**config.mk**
```make
export PLATFORM = sky130hd
export DESIGN_NAME = pcpc_ctrl
export DESIGN_NICKNAME = d
export VERILOG_FILES = /design/src/rtl/pcpc_pkg.sv /design/src/rtl/pcpc_ctrl.sv
export SDC_FILE = /design/constraint.sdc
export NUM_CORES = 1
export LEC_CHECK = 0
export BUFFER_PORTS_ARGS = -buffer_cell sky130_fd_sc_hd__buf_2
export CAP_MARGIN = 20
export CORE_MARGIN = 2
export CORE_UTILIZATION = 30
export CTS_BUF_LIST = sky130_fd_sc_hd__clkbuf_16
export CTS_CLUSTER_DIAMETER = 50
export DETAILED_ROUTE_END_ITERATION = 8
export SETUP_SLACK_MARGIN = 0.05
export SLEW_MARGIN = 20
export SYNTH_ARGS = -nofsm -noshare
export SYNTH_HDL_FRONTEND = slang
export SYNTH_SLANG_ARGS = --single-unit
```
**constraint.sdc**
```tcl
create_clock -name I_CLOCK -period 4.93 [get_ports I_CLOCK]
set_clock_uncertainty 0.2 [all_clocks]
set_input_delay 0.986 -clock I_CLOCK [delete_from_list [all_inputs] [get_ports I_CLOCK]]
set_output_delay 0.986 -clock I_CLOCK [all_outputs]
set_load 0.1 [all_outputs]
```
**src/rtl/pcpc_pkg.sv**
```systemverilog
// Purpose: Shared constants and types for the PSRAM configuration and power controller
// Assumes: 200 MHz controller clock, asynchronous register accesses on the multiplexed bus
// Notes:   Software-facing map is word-indexed by byte offsets 0x0, 0x4, 0x8, 0xc
package pcpc_pkg;

  // Software-facing register map
  localparam logic [3:0] ADDR_CTRL   = 4'h0;
  localparam logic [3:0] ADDR_WDATA  = 4'h4;
  localparam logic [3:0] ADDR_RDATA  = 4'h8;
  localparam logic [3:0] ADDR_STATUS = 4'hc;

  // Control word fields
  localparam int CTRL_START    = 0;
  localparam int CTRL_MODE_LSB = 1;
  localparam int CTRL_SEL_LSB  = 4;
  localparam int CTRL_WAKE     = 8;

  // Status word fields
  localparam int STAT_BUSY    = 0;
  localparam int STAT_ASLEEP  = 1;
  localparam int STAT_INIT    = 2;
  localparam int STAT_WAIT    = 3;
  localparam int STAT_REFUSED = 4;

  // Access modes
  localparam logic [1:0] MODE_CRE_WR = 2'h0;
  localparam logic [1:0] MODE_CRE_RD = 2'h1;
  localparam logic [1:0] MODE_SW_WR  = 2'h2;
  localparam logic [1:0] MODE_SW_RD  = 2'h3;

  // Register selection, equal to the select-pin address code on A[19:18]
  localparam logic [1:0] SEL_REFRESH  = 2'h0;
  localparam logic [1:0] SEL_IDENTITY = 2'h1;
  localparam logic [1:0] SEL_BUS      = 2'h2;
  localparam int         CRE_SEL_LSB  = 2;

  // Third-operation data codes of the software sequence
  localparam logic [15:0] SW_CODE_REFRESH  = 16'h0000;
  localparam logic [15:0] SW_CODE_BUS      = 16'h0001;
  localparam logic [15:0] SW_CODE_IDENTITY = 16'h0002;

  // Device side
  localparam logic [21:0] TOP_ADDR        = 22'h3fffff;
  localparam logic [21:0] ARRAY_RD_ADDR   = 22'h000000;
  localparam logic [15:0] BUS_SETUP_RESET = 16'h9d1f;

  // Timing
  localparam int CLK_PERIOD_PS = 5000;
  localparam int T_ADV_NS      = 10;
  localparam int T_ACC_NS      = 70;
  localparam int T_GAP_NS      = 10;
  localparam int T_WAKE_US     = 10;
  localparam int T_INIT_US     = 150;
  localparam int SYNC_STAGES   = 2;

  localparam logic [15:0] ADV_CYC  = 16'((T_ADV_NS * 1000 + CLK_PERIOD_PS - 1) / CLK_PERIOD_PS);
  localparam logic [15:0] ACC_CYC  = 16'((T_ACC_NS * 1000 + CLK_PERIOD_PS - 1) / CLK_PERIOD_PS);
  localparam logic [15:0] DATA_CYC = 16'(ACC_CYC + SYNC_STAGES + 1);
  localparam logic [15:0] GAP_CYC  = 16'((T_GAP_NS * 1000 + CLK_PERIOD_PS - 1) / CLK_PERIOD_PS);
  localparam logic [15:0] WAKE_CYC = 16'((T_WAKE_US * 1000000 + CLK_PERIOD_PS - 1) / CLK_PERIOD_PS);
  localparam logic [15:0] INIT_CYC_DFLT = 16'((T_INIT_US * 1000000 + CLK_PERIOD_PS - 1) / CLK_PERIOD_PS);

  // Data source of one bus operation
  localparam logic [1:0] DSRC_NONE  = 2'h0;
  localparam logic [1:0] DSRC_SEL   = 2'h1;
  localparam logic [1:0] DSRC_WDATA = 2'h2;

  typedef struct packed {
    logic       wr;
    logic       config_reg_select;
    logic       top;
    logic [1:0] dsrc;
    logic       cap;
  } pcpc_op_s;

  typedef enum logic [2:0] {
    ST_IDLE,
    ST_ADDR,
    ST_DATA,
    ST_GAP,
    ST_WAKE,
    ST_INIT
  } pcpc_state_e;

endpackage

```
**src/rtl/pcpc_ctrl.sv**
```systemverilog
// Purpose: Host controller that loads and reads PSRAM configuration registers and
//          drives deep sleep entry and exit through the device pins
// Assumes: Only asynchronous bus operations; device clock pin held static low
// Notes:   Pin outputs lag the state register by one cycle, uniformly
//
// Functional notes
// - Deep sleep armed by refresh setup write, entered at next chip select rise.
// - Wake from deep sleep needs chip select low for at least 10 us.
// - After waking, wait 150 us initialization before normal operations.
// - Registers load defaults at power-up; update them only from standby.
// - Select-pin accesses: A[19:18] 10b bus, 00b refresh, 01b identity.
// - Read the memory array right after any configuration register access; the code skips this read when deep sleep is armed.
// - Synchronous register access is a burst of one with wait monitoring; the code makes asynchronous accesses only.
// - Software write: two reads, two writes at 3FFFFFh, array word unchanged.
// - Software read: same, but fourth operation is a read of the register.
// - Third operation data picks register: 0000h refresh, 0001h bus, 0002h identity.
//
// Local design decision: the strobed register port.
`timescale 1ns/1ps

module pcpc_ctrl
  import pcpc_pkg::*;
#(
  parameter logic [15:0] INIT_CYC      = INIT_CYC_DFLT,
  parameter int          DS_BIT        = 4,
  parameter logic        DS_ON_LEVEL   = 1'b0,
  parameter logic [15:0] BUS_RSVD_MASK = 16'h0000
) (
  // Clock and reset
  input  wire logic        I_CLOCK,
  input  wire logic        I_RST,
  // Software register port
  input  wire logic [3:0]  I_ADDR,
  input  wire logic [31:0] I_WDATA,
  input  wire logic        I_WR,
  input  wire logic        I_RD,
  output logic      [31:0] O_RDATA,
  // Device pins
  output logic             O_MEM_CLK,
  output logic             O_MEM_CE_N,
  output logic             O_MEM_WE_N,
  output logic             O_MEM_OE_N,
  output logic             O_MEM_ADV_N,
  output logic             O_MEM_CONFIG_REG_SELECT,
  output logic             O_MEM_LOW_BYTE_ENABLE_N,
  output logic             O_MEM_HIGH_BYTE_ENABLE_N,
  output logic      [5:0]  O_MEM_A_HI,
  input  wire logic [15:0] I_MEM_ADQ,
  output logic      [15:0] O_MEM_ADQ,
  output logic             O_MEM_ADQ_OE,
  input  wire logic        I_MEM_WAIT
);

  function automatic pcpc_op_s op_of(input logic [1:0] mode, input logic [2:0] idx);
    pcpc_op_s op;
    op = '{wr: 1'b0, config_reg_select: 1'b0, top: 1'b0, dsrc: DSRC_NONE, cap: 1'b0};
    if (!mode[1]) begin
      if (idx == 3'h0) begin
        op.config_reg_select  = 1'b1;
        op.wr   = !mode[0];
        op.dsrc = mode[0] ? DSRC_NONE : DSRC_WDATA;
        op.cap  = mode[0];
      end
    end else begin
      if (idx <= 3'h3) begin
        op.top = 1'b1;
      end
      if (idx == 3'h2) begin
        op.wr   = 1'b1;
        op.dsrc = DSRC_SEL;
      end
      if (idx == 3'h3) begin
        op.wr   = !mode[0];
        op.dsrc = mode[0] ? DSRC_NONE : DSRC_WDATA;
        op.cap  = mode[0];
      end
    end
    return op;
  endfunction

  function automatic logic [15:0] sw_code(input logic [1:0] sel);
    logic [15:0] code;
    code = SW_CODE_REFRESH;
    if (sel == SEL_BUS) begin
      code = SW_CODE_BUS;
    end else if (sel == SEL_IDENTITY) begin
      code = SW_CODE_IDENTITY;
    end
    return code;
  endfunction

  pcpc_state_e state;
  logic [15:0] tmr;
  logic [2:0]  op_idx;
  logic [1:0]  mode;
  logic [1:0]  sel;
  logic [15:0] wdata;
  logic [15:0] rd_reg;
  logic        seq_ds;
  logic        asleep;
  logic        refused;
  logic [15:0] adq_meta;
  logic [15:0] adq_sync;
  logic        wait_meta;
  logic        wait_sync;

  // Command decode
  wire         wr_ctrl   = I_WR && (I_ADDR == ADDR_CTRL);
  wire         cmd_start = wr_ctrl && I_WDATA[CTRL_START];
  wire         cmd_wake  = wr_ctrl && I_WDATA[CTRL_WAKE];
  wire  [1:0]  cmd_mode  = I_WDATA[CTRL_MODE_LSB +: 2];
  wire  [1:0]  cmd_sel   = I_WDATA[CTRL_SEL_LSB +: 2];
  wire         sel_ok    = (cmd_sel != 2'h3);
  // access only from standby, never asleep
  wire         idle      = (state == ST_IDLE);
  wire         go        = cmd_start && idle && !asleep && sel_ok;
  wire         wake_go   = cmd_wake && idle && asleep;
  wire         refuse    = (cmd_start && !go) || (cmd_wake && !wake_go);
  wire         clr_ref   = I_WR && (I_ADDR == ADDR_STATUS) && I_WDATA[STAT_REFUSED];
  wire         ds_req    = !cmd_mode[0] && (cmd_sel == SEL_REFRESH) && (wdata[DS_BIT] == DS_ON_LEVEL);

  // Current operation
  wire pcpc_op_s cur_op   = op_of(mode, op_idx);
  // trailing array read, skipped once deep sleep is armed
  wire  [2:0]  last_idx   = (mode[1] ? 3'h4 : 3'h1) - {2'b00, seq_ds};
  wire         op_last    = (op_idx == last_idx);
  wire         tmr_done   = (tmr == 16'h0000);
  wire  [15:0] wr_value   = (sel == SEL_BUS) ? (wdata & ~BUS_RSVD_MASK) : wdata;
  wire  [15:0] op_data    = (cur_op.dsrc == DSRC_SEL) ? sw_code(sel) : wr_value;
  wire  [21:0] op_addr    = cur_op.top ? TOP_ADDR :
                            cur_op.config_reg_select ? (ARRAY_RD_ADDR | (22'(sel) << (16 + CRE_SEL_LSB))) : ARRAY_RD_ADDR;

  // Pin next values
  wire         in_acc     = (state == ST_ADDR) || (state == ST_DATA);
  wire         next_ce_n  = !(in_acc || (state == ST_WAKE));
  wire         next_adv_n = (state != ST_ADDR);
  wire         next_we_n  = !((state == ST_DATA) && cur_op.wr);
  wire         next_oe_n  = !((state == ST_DATA) && !cur_op.wr);
  // Write data held through the gap so it outlives the strobe rise
  wire         next_dq_oe = (state == ST_ADDR) || (((state == ST_DATA) || (state == ST_GAP)) && cur_op.wr);
  wire  [15:0] next_dq    = (state == ST_ADDR) ? op_addr[15:0] : op_data;
  wire  [5:0]  next_a_hi  = in_acc ? op_addr[21:16] : 6'h00;
  wire         next_cre   = in_acc && cur_op.config_reg_select;
  wire         next_be_n  = !in_acc;

  // Software read mux
  wire  [31:0] stat_word  = 32'({refused, wait_sync, (state == ST_INIT), asleep, !idle});
  wire  [31:0] ctrl_word  = (32'(sel) << CTRL_SEL_LSB) | (32'(mode) << CTRL_MODE_LSB);
  wire  [31:0] rd_mux     = (I_ADDR == ADDR_CTRL)   ? ctrl_word :
                            (I_ADDR == ADDR_WDATA)  ? 32'(wdata) :
                            (I_ADDR == ADDR_RDATA)  ? 32'(rd_reg) :
                            (I_ADDR == ADDR_STATUS) ? stat_word : 32'h0000_0000;

  // Bus and wait synchronisers
  always_ff @(posedge I_CLOCK) begin
    adq_meta  <= I_MEM_ADQ;
    adq_sync  <= adq_meta;
    wait_meta <= I_MEM_WAIT;
    wait_sync <= wait_meta;
  end

  // Software registers
  always_ff @(posedge I_CLOCK) begin
    if (I_RST) begin
      wdata   <= 16'h0000;
      refused <= 1'b0;
      O_RDATA <= 32'h0000_0000;
    end else begin
      if (I_WR && (I_ADDR == ADDR_WDATA)) begin
        wdata <= I_WDATA[15:0];
      end
      // Set wins over clear
      refused <= refuse || (refused && !clr_ref);
      O_RDATA <= I_RD ? rd_mux : 32'h0000_0000;
    end
  end

  // Sequencer
  always_ff @(posedge I_CLOCK) begin
    if (I_RST) begin
      state  <= ST_IDLE;
      tmr    <= 16'h0000;
      op_idx <= 3'h0;
      mode   <= MODE_CRE_WR;
      sel    <= SEL_REFRESH;
      seq_ds <= 1'b0;
      asleep <= 1'b0;
      rd_reg <= 16'h0000;
    end else begin
      case (state)
        ST_IDLE: begin
          if (go) begin
            mode   <= cmd_mode;
            sel    <= cmd_sel;
            seq_ds <= ds_req;
            op_idx <= 3'h0;
            tmr    <= ADV_CYC - 16'h0001;
            state  <= ST_ADDR;
          end else if (wake_go) begin
            tmr   <= WAKE_CYC - 16'h0001;
            state <= ST_WAKE;
          end
        end
        ST_ADDR: begin
          if (tmr_done) begin
            tmr   <= DATA_CYC - 16'h0001;
            state <= ST_DATA;
          end else begin
            tmr <= tmr - 16'h0001;
          end
        end
        ST_DATA: begin
          if (tmr_done) begin
            if (cur_op.cap) begin
              rd_reg <= adq_sync;
            end
            tmr   <= GAP_CYC - 16'h0001;
            state <= ST_GAP;
          end else begin
            tmr <= tmr - 16'h0001;
          end
        end
        ST_GAP: begin
          if (!tmr_done) begin
            tmr <= tmr - 16'h0001;
          end else if (op_last) begin
            asleep <= seq_ds;
            state  <= ST_IDLE;
          end else begin
            op_idx <= op_idx + 3'h1;
            tmr    <= ADV_CYC - 16'h0001;
            state  <= ST_ADDR;
          end
        end
        ST_WAKE: begin
          if (tmr_done) begin
            tmr   <= INIT_CYC - 16'h0001;
            state <= ST_INIT;
          end else begin
            tmr <= tmr - 16'h0001;
          end
        end
        ST_INIT: begin
          if (tmr_done) begin
            asleep <= 1'b0;
            state  <= ST_IDLE;
          end else begin
            tmr <= tmr - 16'h0001;
          end
        end
        default: begin
          state <= ST_IDLE;
        end
      endcase
    end
  end

  // Pin registers
  always_ff @(posedge I_CLOCK) begin
    if (I_RST) begin
      O_MEM_CLK                <= 1'b0;
      O_MEM_CE_N               <= 1'b1;
      O_MEM_WE_N               <= 1'b1;
      O_MEM_OE_N               <= 1'b1;
      O_MEM_ADV_N              <= 1'b1;
      O_MEM_CONFIG_REG_SELECT  <= 1'b0;
      O_MEM_LOW_BYTE_ENABLE_N  <= 1'b1;
      O_MEM_HIGH_BYTE_ENABLE_N <= 1'b1;
      O_MEM_A_HI               <= 6'h00;
      O_MEM_ADQ                <= 16'h0000;
      O_MEM_ADQ_OE             <= 1'b0;
    end else begin
      O_MEM_CLK                <= 1'b0;
      O_MEM_CE_N               <= next_ce_n;
      O_MEM_WE_N               <= next_we_n;
      O_MEM_OE_N               <= next_oe_n;
      O_MEM_ADV_N              <= next_adv_n;
      O_MEM_CONFIG_REG_SELECT  <= next_cre;
      O_MEM_LOW_BYTE_ENABLE_N  <= next_be_n;
      O_MEM_HIGH_BYTE_ENABLE_N <= next_be_n;
      O_MEM_A_HI               <= next_a_hi;
      O_MEM_ADQ                <= next_dq;
      O_MEM_ADQ_OE             <= next_dq_oe;
    end
  end

  // Assertion helpers
  logic [15:0] ce_low_cnt;
  logic [15:0] init_len;
  always_ff @(posedge I_CLOCK) begin
    if (I_RST) begin
      ce_low_cnt <= 16'h0000;
      init_len   <= 16'h0000;
    end else begin
      ce_low_cnt <= O_MEM_CE_N ? 16'h0000 : ce_low_cnt + 16'h0001;
      init_len   <= (state == ST_INIT) ? init_len + 16'h0001 : 16'h0000;
    end
  end

  a_wake_hold: assert property (@(posedge I_CLOCK) disable iff (I_RST)
    (state == ST_INIT && $past(state) == ST_WAKE) |-> (!O_MEM_CE_N && ce_low_cnt >= WAKE_CYC - 16'h0001))
    else $error("wake low period too short");
  a_init_wait: assert property (@(posedge I_CLOCK) disable iff (I_RST)
    ($past(state) == ST_INIT && state == ST_IDLE) |-> ($past(init_len) == INIT_CYC - 16'h0001 && !asleep))
    else $error("initialization wait wrong length");
  a_sleep_entry: assert property (@(posedge I_CLOCK) disable iff (I_RST)
    (state == ST_GAP && tmr_done && op_last && seq_ds) |=> (asleep && O_MEM_CE_N))
    else $error("deep sleep not entered at chip select rise");
  a_standby_gap: assert property (@(posedge I_CLOCK) disable iff (I_RST)
    $rose(O_MEM_CE_N) |=> O_MEM_CE_N)
    else $error("chip select high for under two cycles");
  a_cre_code: assert property (@(posedge I_CLOCK) disable iff (I_RST)
    (state == ST_ADDR && cur_op.config_reg_select) |=> (O_MEM_CONFIG_REG_SELECT && O_MEM_A_HI[CRE_SEL_LSB +: 2] == $past(sel)))
    else $error("select-pin address code wrong");
  a_top_addr: assert property (@(posedge I_CLOCK) disable iff (I_RST)
    (state == ST_ADDR && cur_op.top) |=> (O_MEM_ADQ == TOP_ADDR[15:0] && O_MEM_A_HI == TOP_ADDR[21:16] && !O_MEM_ADV_N))
    else $error("software sequence not at top address");
  a_sel_code: assert property (@(posedge I_CLOCK) disable iff (I_RST)
    (state == ST_DATA && cur_op.dsrc == DSRC_SEL) |=> (O_MEM_ADQ == sw_code(sel) && !O_MEM_WE_N && O_MEM_ADQ_OE))
    else $error("third operation data code wrong");
  a_array_follow: assert property (@(posedge I_CLOCK) disable iff (I_RST)
    (state == ST_GAP && tmr_done && !op_last) |=> (state == ST_ADDR && op_idx == $past(op_idx) + 3'h1))
    else $error("sequence cut short");
  a_sleep_refuse: assert property (@(posedge I_CLOCK) disable iff (I_RST)
    (asleep && idle) |=> (state != ST_ADDR))
    else $error("access started while asleep");
  a_rd_status: assert property (@(posedge I_CLOCK) disable iff (I_RST)
    (I_RD && I_ADDR == ADDR_STATUS) |=> (O_RDATA[STAT_ASLEEP] == $past(asleep)))
    else $error("status read mismatch");

  c_sw_write: cover property (@(posedge I_CLOCK) disable iff (I_RST)
    state == ST_GAP && tmr_done && op_last && mode == MODE_SW_WR);
  c_sw_read: cover property (@(posedge I_CLOCK) disable iff (I_RST)
    state == ST_DATA && tmr_done && cur_op.cap && mode == MODE_SW_RD);
  c_cre_read: cover property (@(posedge I_CLOCK) disable iff (I_RST)
    state == ST_DATA && tmr_done && cur_op.cap && mode == MODE_CRE_RD);
  c_wake: cover property (@(posedge I_CLOCK) disable iff (I_RST)
    state == ST_INIT && tmr_done);

endmodule

```
* After elaboration in Yosys (flattened, before gate mapping)
Cells that the tools add are included.
** Storage, ports and cells
- Input port bits :: 57
- Word-level logic and storage cells :: 162
- Register bits after elaboration :: 156
- Output and inout bits :: 63
** Operators by class
- Reductions and logical operators :: 54
- Order comparisons :: 1
- Equality and inequality tests :: 27
- Bitwise operators :: 4
- Multiplexer cells :: 49
- $add $sub $neg :: 3
** Operator list (number)
- $mux 16 :: 13
- $pmux 16 s6 :: 1
- $mux 3 :: 14
- $mux 22 :: 1
- $logic_and 1x1->1 :: 20
- $mux 20 :: 1
- $ne 2x2->1 const B :: 9
- $pmux 3 s6 :: 1
- $logic_not 16->1 :: 1
- $sub 16x1->16 const B :: 1
- $eq 3x2->1 const B :: 4
- $logic_not 1->1 :: 12
- $reduce_and 4->1 :: 3
- $mux 1 :: 11
- $eq 4x4->1 const B :: 2
- $mux 2 :: 4
- $eq 3x3->1 const B :: 2
- $logic_not 3->1 :: 2
- $logic_or 1x1->1 :: 6
- $ne 3x1->1 const B :: 2
- $or 6x3->6 :: 1
- $pmux 3 s2 :: 1
- $reduce_and 6->1 :: 1
- $reduce_bool 6->1 :: 1
- other kinds (19) :: 24

* Depth between registers and ports, before layout
Gate-level depths: netlist of the first run.
- Depth after elaboration :: 10
- Gate-level depth with buffers :: 11
- Mapped depth without buffers :: 7

* Least setup slack after synthesis of the first run
No wires, ideal clock.
- Kind :: input -> register
- Start :: input port I_ADDR[2]
- End :: register tmr[3]
- Arrival time :: 2.676 ns
- Path buffers :: 1
- Path slack :: 1.953 ns
- Required time :: 4.629 ns
- Setup time :: 0.101 ns
- Stages :: 6
- Cell sequence :: clkbuf_1 > nor4_1 > nand2_1 > o21ai_0 > nand3_2 > o41ai_1
** Between the ends
- Longest elaborated chain between the ends :: 8
- Elaborated cells between the ends (all ways) :: 13
- Those cells by class :: eq/ne: 1; mux: 2; reduce/logical: 10
** Ends and longest elaborated chain
- start: declaration :: line pcpc_ctrl.sv:33 : input wire logic [3:0] I_ADDR,
- $logic_not 4->1 (*) :: line pcpc_ctrl.sv:108 : wire wr_ctrl = I_WR && (I_ADDR == ADDR_CTRL);
- $logic_and 1x1->1 (*) :: line pcpc_ctrl.sv:108
- $logic_and 1x1->1 :: line pcpc_ctrl.sv:109 : wire cmd_start = wr_ctrl && I_WDATA[CTRL_START];
- $logic_and 1x1->1 (3 in series) :: line pcpc_ctrl.sv:116 : wire go = cmd_start && idle && !asleep && sel_ok;
- $mux 16 / $ne 3x1->1 (equally long branches)
- $pmux 16 s6 / $reduce_and 4->1 (equally long branches)
- end signal: assignment :: line pcpc_ctrl.sv:197 : tmr <= ADV_CYC - 16'h0001;
- end signal: assignment :: line pcpc_ctrl.sv:200 : tmr <= WAKE_CYC - 16'h0001;
- end signal: assignment :: line pcpc_ctrl.sv:206 : tmr <= DATA_CYC - 16'h0001;
- end: declaration :: line pcpc_ctrl.sv:93 : logic [15:0] tmr;
Every way passes the cells marked *; elsewhere a longest branch is shown, timed or not.
A chain may end at the register's enable or synchronous reset.

* Worst setup path after layout of the first run
- Start :: register tmr[0]
- End :: register tmr[7]
** Between the ends
- Longest elaborated chain between the ends :: 3
- Elaborated cells between the ends (all ways) :: 11
- Those cells by class :: add/sub: 1; eq/ne: 2; mux: 6; reduce/logical: 2
** Ends and longest elaborated chain
- $sub 16x1->16 / $logic_not 16->1 (equally long branches)
- $mux 16, or another cell as far along :: line pcpc_ctrl.sv:244 : if (tmr_done) begin
- $pmux 16 s6 / $reduce_and 4->1 (equally long branches)
Several ways; a longest one is shown, not always the timed one. The select of a mux whose other input is x is not followed.

==> reports/metrics.cfg, run 1 <==
[placement]
dpl_cell_area_um2=5980
gp_congestion=0.863
port_buffers=86
dpl_worst_slack_ns=1.54
dpl.hpwl_mm=9.84

[clock_tree]
cts_resized=0
tritoncts.num_buffers=17
h-tree-depth=4
cts_max_path_buffers=2
clk_latency_ns=0.42
ctsHoldBuffers=0
cts.sinks=137
path_clk_slew_ns=0.07
post_cts_buffers=0
cts_root_buf=clkbuf_16
cts_tree=done

[synth]
synthCells=611
ys_types=61
syn_avg_cell_area_um2=8.96
synth_edf_count=0
ys.flop_type=dfxtp_1
ys.warnings.count=0
netlist_area_um2=5480
ys_seq_area_share_pct=50.1
synthArstFlopShare_pct=0
ys_ff_latch=137

[timing]
hold_viol=0
rsz0062_at_grt=no
max_freq_mhz=309
finalCritPeriodShare_pct=65.7
setup_tns_ns=0
slew_headroom_pct=35.5
report.final.slew_viol_count=0
setup_slack_ns=1.69
worst_pin_slew_ns=0.964
fin_crit_ns=3.24
setup_viol=0

[global_routing]
grt.total_usage_pct=15.1
antenna_found_initial=0
grt_pass1_wl_mm=23.5
grt_max_degree=77
grt_pass1_vias=4401
overflow=0

[routing]
drt_pass1_iterations=5
drt_wl_total_mm=14.4
drcViolationCount=0
drtAntennaViolNets=0
first_iter_violations=533
routed_via_density=5.07
vias=4670
avgRoutedWirePerCell_um=15.6

[layout]
areaGrowthSynthToFinish_pct=20.4
layout_common_cells=137 x dfxtp_1, 90 x nand2_1, 86 x buf_2
fillers=1846
drive_above_1_share_pct=19.9
final_util_pct=36.7
layout_commonest_cell=dfxtp_1
final_cell_area_um2=6590
diodes=0
fin_nets=744

[worst_setup_path]
crit_type=reg2reg
cp.required_ns=5.01
reg2regPathDepth=7
crit_family=simple AND/OR/NAND/NOR gates
crit_start=tmr[0]
endpoint_kind=flip-flop
cp.depth=7
cp_slowest_cell=nor4_1
start_kind=flip-flop
cp_max_fo=6
critPathBufInv=1
cp.arrival_ns=3.32
cp_cell_sequence=inv_1 > ha_1 > or4b_2 > nor4_1 > a211oi_1 > a2111oi_0 > o32ai_1
crit_path_max_incr_delay_ns=0.74
rr_startpoint=tmr[0]

[worst_hold_path]
hold_path_class=reg2reg
min_path_cells=0
hold_start=adq_meta[0]

[floorplanning]
die_h_um=139
core_um2=18000
boundaryPins=120
dieArea_um2=19300
die_w_um=139
rows=49
start_util_pct=30.5

[power_and_ir_drop]
vdd_ir_drop_max_mv=0.258
p_leak_nw=2.71
p_per_area_nw_per_um2=393
finalPower_mw=2.59

[run_status]
status=finished clean

[flow_run]
drv.max_cap_violation_count=0

-- stage by stage --
stage                     hold slack, ns  instances
after floorplan                    0.110        627
after global placement             0.110        890
after detailed placement           0.112        890
after CTS                          0.128        922
after global routing               0.130        922
final                              0.128        922
-- where the power goes --
part	total, mW	internal [mW]	switching (mW)
Combinational	0.188	0.0427	0.145
Sequential	1.14	1.13	0.00972
Clock	1.26	0.684	0.580
Total	2.59	1.85	0.734
-- routing by layer --
| layer | track usage, % | vias up | routed length [µm] |
|---|---|---|---|
| li1 | - | 2295 | - |
| met1 | 21.4 | 2165 | 6700 |
| met2 | 21.5 | 191 | 6170 |
| met3 | 4.39 | 19 | 1240 |
| met4 | 6.38 | 0 | 276 |
| met5 | 0 | - | 0 |
-- synthesized netlist by cell type (10+ instances only) --
cell type | count | area share (%)
clkbuf_1 | 30 | 2.1
a22oi_1 | 16 | 2.2
nor2_1 | 46 | 3.2
a21oi_1 | 57 | 5.2
o32ai_1 | 10 | 1.6
nand2_1 | 90 | 6.2
nor4_1 | 10 | 1.1
o21ai_0 | 20 | 1.8
dfxtp_1 | 137 | 50
inv_1 | 15 | 1.0
mux2i_1 | 16 | 2.9
buf_4 | 22 | 3.0
nor3_1 | 15 | 1.4
-- final timing paths --
kind	endpoint	slack (ns)
max	tmr[7]	1.69
max reg2reg	tmr[7]	1.69
min reg2reg	adq_sync[0]	0.13
min	adq_sync[0]	0.13
-- layout make-up --
cell class / instances / area (µm²) / share of cell area, %
Inverter: 15 / 56.3 / 0.854
Clock buffer: 17 / 425 / 6.46
Sequential cell: 137 / 2740 / 41.6
Clock inverter: 15 / 174 / 2.64
Tap cell: 229 / 287 / 4.35
Multi-Input combinational cell: 417 / 2430 / 36.9
Timing Repair Buffer: 92 / 475 / 7.21
-- logic make-up after synthesis --
kind of cell | Yosys count | synth area share, %
AOI/OAI and AO/OA | 155 | 18.7
muxes | 19 | 3.54
DFF | 137 | 50.1
adders and majority gates | 7 | 1.60
xor gates and xnor gates | 5 | 0.800
and+or+nand+nor | 214 | 18.4
buffers and inverters | 73 | 6.86
other | 1 | 0.0685
No activity file was read; power rests on OpenSTA's default activity.
==> run 2, diff against run 1 <==
Clock period 4.93 ns to 3.3 ns, I/O delays scaled along.
==> reports/metrics.cfg, run 2 (synthesized netlist as in run 1, its figures left out) <==
[worst_setup_path]
cp.arrival_ns=3.06  ; -0.26 ns
start_kind=flip-flop
crit_type=reg2reg
endpoint_kind=flip-flop
cp_max_fo=12  ; +6
cp.required_ns=3.36  ; -1.65 ns

[floorplanning]
boundaryPins=120  ; unchanged
dieArea_um2=19300  ; unchanged
start_util_pct=30.5  ; unchanged
die_h_um=139  ; unchanged
core_um2=18000  ; unchanged
rows=49  ; unchanged
die_w_um=139  ; unchanged

[timing]
setup_tns_ns=0  ; unchanged
rsz0062_at_grt=no
finalCritPeriodShare_pct=90.7  ; +25 points
fin_crit_ns=2.99  ; -0.245 ns
worst_pin_slew_ns=0.844  ; -0.120 ns
hold_viol=0  ; unchanged
setup_viol=0  ; unchanged
slew_headroom_pct=43.7  ; +8.2 points
report.final.slew_viol_count=0  ; unchanged
max_freq_mhz=334  ; +8.2%

[clock_tree]
h-tree-depth=4  ; unchanged
ctsHoldBuffers=0  ; unchanged
post_cts_buffers=0  ; unchanged
tritoncts.num_buffers=17  ; unchanged
cts_resized=0  ; unchanged
clk_latency_ns=0.42  ; about the same
cts_max_path_buffers=2  ; unchanged
cts_root_buf=clkbuf_16
cts.sinks=137  ; unchanged
path_clk_slew_ns=0.06  ; about the same
cts_tree=done

[power_and_ir_drop]
vdd_ir_drop_max_mv=0.352  ; +37%
p_per_area_nw_per_um2=585  ; +49%
finalPower_mw=3.91  ; +51%
p_leak_nw=2.79  ; +3.1%

[layout]
fillers=1826  ; -1.1%
layout_common_cells=137 x dfxtp_1, 90 x nand2_1, 86 x buf_2
final_cell_area_um2=6690  ; +1.6%
multi_input_area_um2=2420  ; -0.26%
seq_area_um2=2740  ; unchanged
layout_commonest_cell=dfxtp_1
final_util_pct=37.3  ; +0.58 points
areaGrowthSynthToFinish_pct=22.3
fin_nets=758  ; +1.9%
drive_above_1_share_pct=21.4  ; +1.4 points

[global_routing]
grt.total_usage_pct=14.9  ; -0.25 points
antenna_found_initial=1  ; +1
grt_max_degree=76  ; -1.3%
overflow=0  ; unchanged
grt_pass1_wl_mm=22.9  ; -2.5%
grt_pass1_vias=4177  ; -5.1%

[routing]
first_iter_violations=467  ; -12%
avgRoutedWirePerCell_um=15.4  ; -1.3%
drt_wl_total_mm=14.4  ; +0.26%
drtAntennaViolNets=0  ; unchanged
drt_pass1_iterations=5  ; unchanged
routed_via_density=5.06  ; -0.19%
drcViolationCount=0  ; unchanged
vias=4737  ; +1.4%

[placement]
dpl_cell_area_um2=6090  ; +1.8%
gp_congestion=0.897  ; +3.9%
port_buffers=86  ; unchanged
dpl.hpwl_mm=10.1  ; +2.8%

[run_status]
status=finished clean

[flow_run]
drv.max_cap_violation_count=0  ; unchanged

[worst_hold_path]
hold_path_class=reg2reg

run 2: cell types whose count changed in the layout (fill, tap and decap cells not counted), moves of 2 or more:
cell,change
clkinv_8,-4
inv_8,-2
clkinv_2,+2
bufinv_16,+2
buf_4,+14
clkinvlp_4,-2
inv_6,+3
run 2: final cells by class:
cell class,instances,share of cell area [%]
Multi-Input combinational cell,417,36.2
Antenna cell,1,0.0374
Sequential cell,137,41.0
Clock buffer,17,6.36
Clock inverter,15,2.64
Tap cell,229,4.28
Timing Repair Buffer,106,8.67
Inverter,15,0.841
run 2: where the power goes:
part,switching (mW),internal [mW]
sequential,0.0135,1.68
combinational,0.219,0.0730
clock,0.779,1.15
run 2: per-stage QoR:
step           setup WS, ns  instances  hold slack [ns]
6_report              0.308        937            0.124
3_3_place_gp          0.373        904            0.110
5_1_grt               0.108        937            0.113
4_1_cts               0.329        936            0.120
3_5_place_dp          0.354        904            0.112
2_1_floorplan         0.401        627            0.110
run 2: worst paths after layout:
check | from | cells after the start | slack, ns | to
hold reg to reg | adq_meta[14] | 0 | 0.12 | adq_sync[14]
hold / removal | adq_meta[14] | 0 | 0.12 | adq_sync[14]
setup / recovery | tmr[0] | 9 | 0.31 | tmr[8]
setup reg to reg | tmr[0] | 9 | 0.31 | tmr[8]
run 2: per-layer routing:
metal / GRT usage [%] / wire length [µm]
met1: 21.3 / 6730
met2: 21.4 / 6300
met3: 4.73 / 1230
met4: 4.47 / 162
met5: 0 / 0
run 2: critical path, cell delays in order (launching register included):
cell	delay [ns]
dfxtp_1	0.34
inv_1	0.08
ha_1	0.22
or3b_2	0.47
buf_4	0.18
nor4_1	0.26
buf_4	0.24
o21ai_0	0.24
a2111oi_0	0.47
o32ai_1	0.16
==> run 3, diff against run 2 <==
Settings changed: ABC_AREA from default to 1.
==> reports/metrics.cfg, run 3 <==
[floorplanning]
core_um2=18100  ; +1.0%
die_w_um=141  ; +1.1%
rows=49  ; unchanged
die_h_um=141  ; +1.1%
start_util_pct=30.9  ; +0.41 points
dieArea_um2=19800  ; +2.3%
boundaryPins=120  ; unchanged

[routing]
drt_wl_total_mm=13.7  ; -5.0%
drtAntennaViolNets=0  ; unchanged
vias=4765  ; +0.59%
routed_via_density=4.58  ; -9.4%
first_iter_violations=317  ; -32%
drt_pass1_iterations=4  ; -1
avgRoutedWirePerCell_um=13.2  ; -14%
drcViolationCount=0  ; unchanged

[synth]
synthCells=718  ; +18%
synth_common_cells=177 x nand2_1, 137 x dfxtp_1, 74 x a21oi_1
ys_seq_area_share_pct=48.9  ; -1.2 points
netlist_area_um2=5610  ; +2.4%
synth_top_area_share_pct=48.9  ; -1.2 points
synthArstFlopShare_pct=0  ; unchanged
syn_avg_cell_area_um2=7.81  ; -13%
synth_area_leaders=dfxtp_1 49%, nand2_1 12%, a21oi_1 6.6%
synth_edf_count=0  ; unchanged
ys.warnings.count=0  ; unchanged
ys_ff_latch=137  ; unchanged
synth.most_common_cell=nand2_1
synth_top_area_cell=dfxtp_1
ys_types=36  ; -41%
ys.flop_type=dfxtp_1

[worst_setup_path]
critPathBufInv=2  ; -1
cp.required_ns=3.40  ; +0.04 ns
crit_start=tmr[0]
crit_top_cell=nand2_1
cp_max_fo=6  ; -6
cp.arrival_ns=2.49  ; -0.57 ns
crit_family=simple AND/OR/NAND/NOR gates
start_kind=flip-flop
ff2ff_setup_slack_ns=0.92  ; +0.61 ns
crit_end=tmr[6]
cp_slowest_cell=dfxtp_1
crit_type=reg2reg
endpoint_kind=flip-flop
reg2regPathDepth=11  ; +2
cp_cell_sequence=inv_1 > ha_1 > nand2_1 > nor2_1 > nand3_2 > nand2_1 > nand2_2 > nand2_1 > inv_1 > nand2_1 > a21oi_1
rr_startpoint=tmr[0]
timing.rr.end=tmr[6]
cp.depth=11  ; +2
crit_path_max_incr_delay_ns=0.32  ; -0.15 ns

[placement]
dp_cells=1008  ; +12%
gp_congestion=0.872  ; -2.7%
port_buffers=86  ; unchanged
dpl.hpwl_mm=9.93  ; -1.7%

[layout]
instances_no_fill=1040  ; +11%
layout_common_cells=177 x nand2_1, 137 x dfxtp_1, 86 x buf_2
diodes=0  ; -1
fin_nets=862  ; +14%
layout_commonest_cell=nand2_1
drive_above_1_share_pct=18.6  ; -2.7 points
areaGrowthSynthToFinish_pct=20.5

[global_routing]
grt.total_usage_pct=14.3  ; -0.62 points
antenna_found_initial=0  ; -1
grt_max_degree=48  ; -37%
grt_pass1_wl_mm=22.6  ; -1.5%
grt_pass1_vias=4484  ; +7.3%
overflow=0  ; unchanged

[power_and_ir_drop]
p_int_mw=3.52  ; +21%
pwr-share-comb_pct=39.0  ; +32 points
p_per_area_nw_per_um2=935  ; +60%
p_switching_mw=2.79  ; +180%
p_sw_share_pct=44.2  ; +18 points
vdd_ir_drop_max_mv=0.481  ; +36%
seq_power_share_pct=31.3  ; -12 points
clkPwrFrac_pct=29.7  ; -20 points
p_leak_nw=2.98  ; +6.6%

[worst_hold_path]
hold_path_class=reg2reg

[clock_tree]
path_clk_slew_ns=0.07  ; about the same
h-tree-depth=4  ; unchanged
clk_latency_ns=0.43  ; about the same
tritoncts.num_buffers=17  ; unchanged
post_cts_buffers=0  ; unchanged
cts.sinks=137  ; unchanged
cts_root_buf=clkbuf_16
ctsHoldBuffers=0  ; unchanged
cts_max_path_buffers=2  ; unchanged
cts_resized=0  ; unchanged
cts_tree=done

[timing]
worst_pin_slew_ns=0.538  ; -0.306 ns
setup_viol=0  ; unchanged
finalCritPeriodShare_pct=72.2  ; -18 points
slew_headroom_pct=64.1  ; +20 points
report.final.slew_viol_count=0  ; unchanged
setup_tns_ns=0  ; unchanged
hold_viol=0  ; unchanged
rsz0062_at_grt=no
fin_crit_ns=2.38  ; -0.610 ns
max_freq_mhz=420  ; +26%

[run_status]
status=finished clean

[flow_run]
drv.max_cap_violation_count=0  ; unchanged

## run 3: changes by cell type after synthesis, sizes merged, moves of 16 or more
cell | before | now
nand3 | 6 | 52
inv | 15 | 59
nand2 | 90 | 183
mux2i | 16 | 0
a21oi | 57 | 75
nor2 | 46 | 69
## run 3: kinds of logic after synthesis
logic type / Yosys count / synth area share (%)
fa+ha+maj: 7 / 1.56
other cells: 1 / 0.0669
xor+xnor: 12 / 1.87
compound gates: 122 / 11.7
simple gates: 332 / 26.8
buf+inv: 107 / 9.04
flops: 137 / 48.9
## run 3: routing by layer
metal	GRT usage, %	up-vias	share of wire, %	wire length [µm]
met1	18.5	2152	47	6400
li1	-	2462	-	-
met2	22.5	133	46	6300
met5	0	-	0	0
met4	5.63	0	1.8	242
met3	4.14	18	5.5	758
## run 3: worst min-delay path by stage
stage / end / slack, ns / from / cells past startpoint
after floorplan: adq_sync[0] / 0.11 / adq_meta[0] / 0
after global placement: adq_sync[11] / 0.11 / adq_meta[11] / 0
after detailed placement: adq_sync[15] / 0.11 / adq_meta[15] / 0
after CTS: adq_meta[11] / 0.11 / I_MEM_ADQ[11] / 1
after global routing: adq_meta[9] / 0.11 / I_MEM_ADQ[9] / 1
final: adq_sync[6] / 0.12 / adq_meta[6] / 0
## run 3: area by class of cell
class | instances | area, µm²
clock buffer | 17 | 425
clock inverter | 15 | 180
sequential | 137 | 2740
tap | 229 | 287
timing repair buffer | 91 | 468
fill | 1892 | 11400
inverter | 61 | 229
multi-input combinational | 490 | 2420
## run 3: metrics by stage
stage | hold WS (ns) | power [mW] | util [%] | cell area, µm² | worst slack, ns
floorplan | 0.110 | 3.96 | - | 5670 | 1.05
global placement | 0.111 | 4.43 | 33.9 | 6150 | 0.742
detailed placement | 0.112 | 4.45 | 33.9 | 6150 | 0.688
CTS | 0.113 | 6.35 | 37.2 | 6750 | 0.940
global route | 0.111 | 6.75 | 37.2 | 6750 | 0.696
finish | 0.124 | 6.32 | 37.2 | 6750 | 0.917
## run 3: power by group through the flow
stage	Clock [mW]	Combinational [mW]	Sequential (mW)
floorplan	0	1.83	2.13
global placement	0	2.43	2.01
detailed placement	0	2.44	2.01
CTS	1.92	2.45	1.97
global route	1.99	2.76	2.00
finish	1.88	2.46	1.98
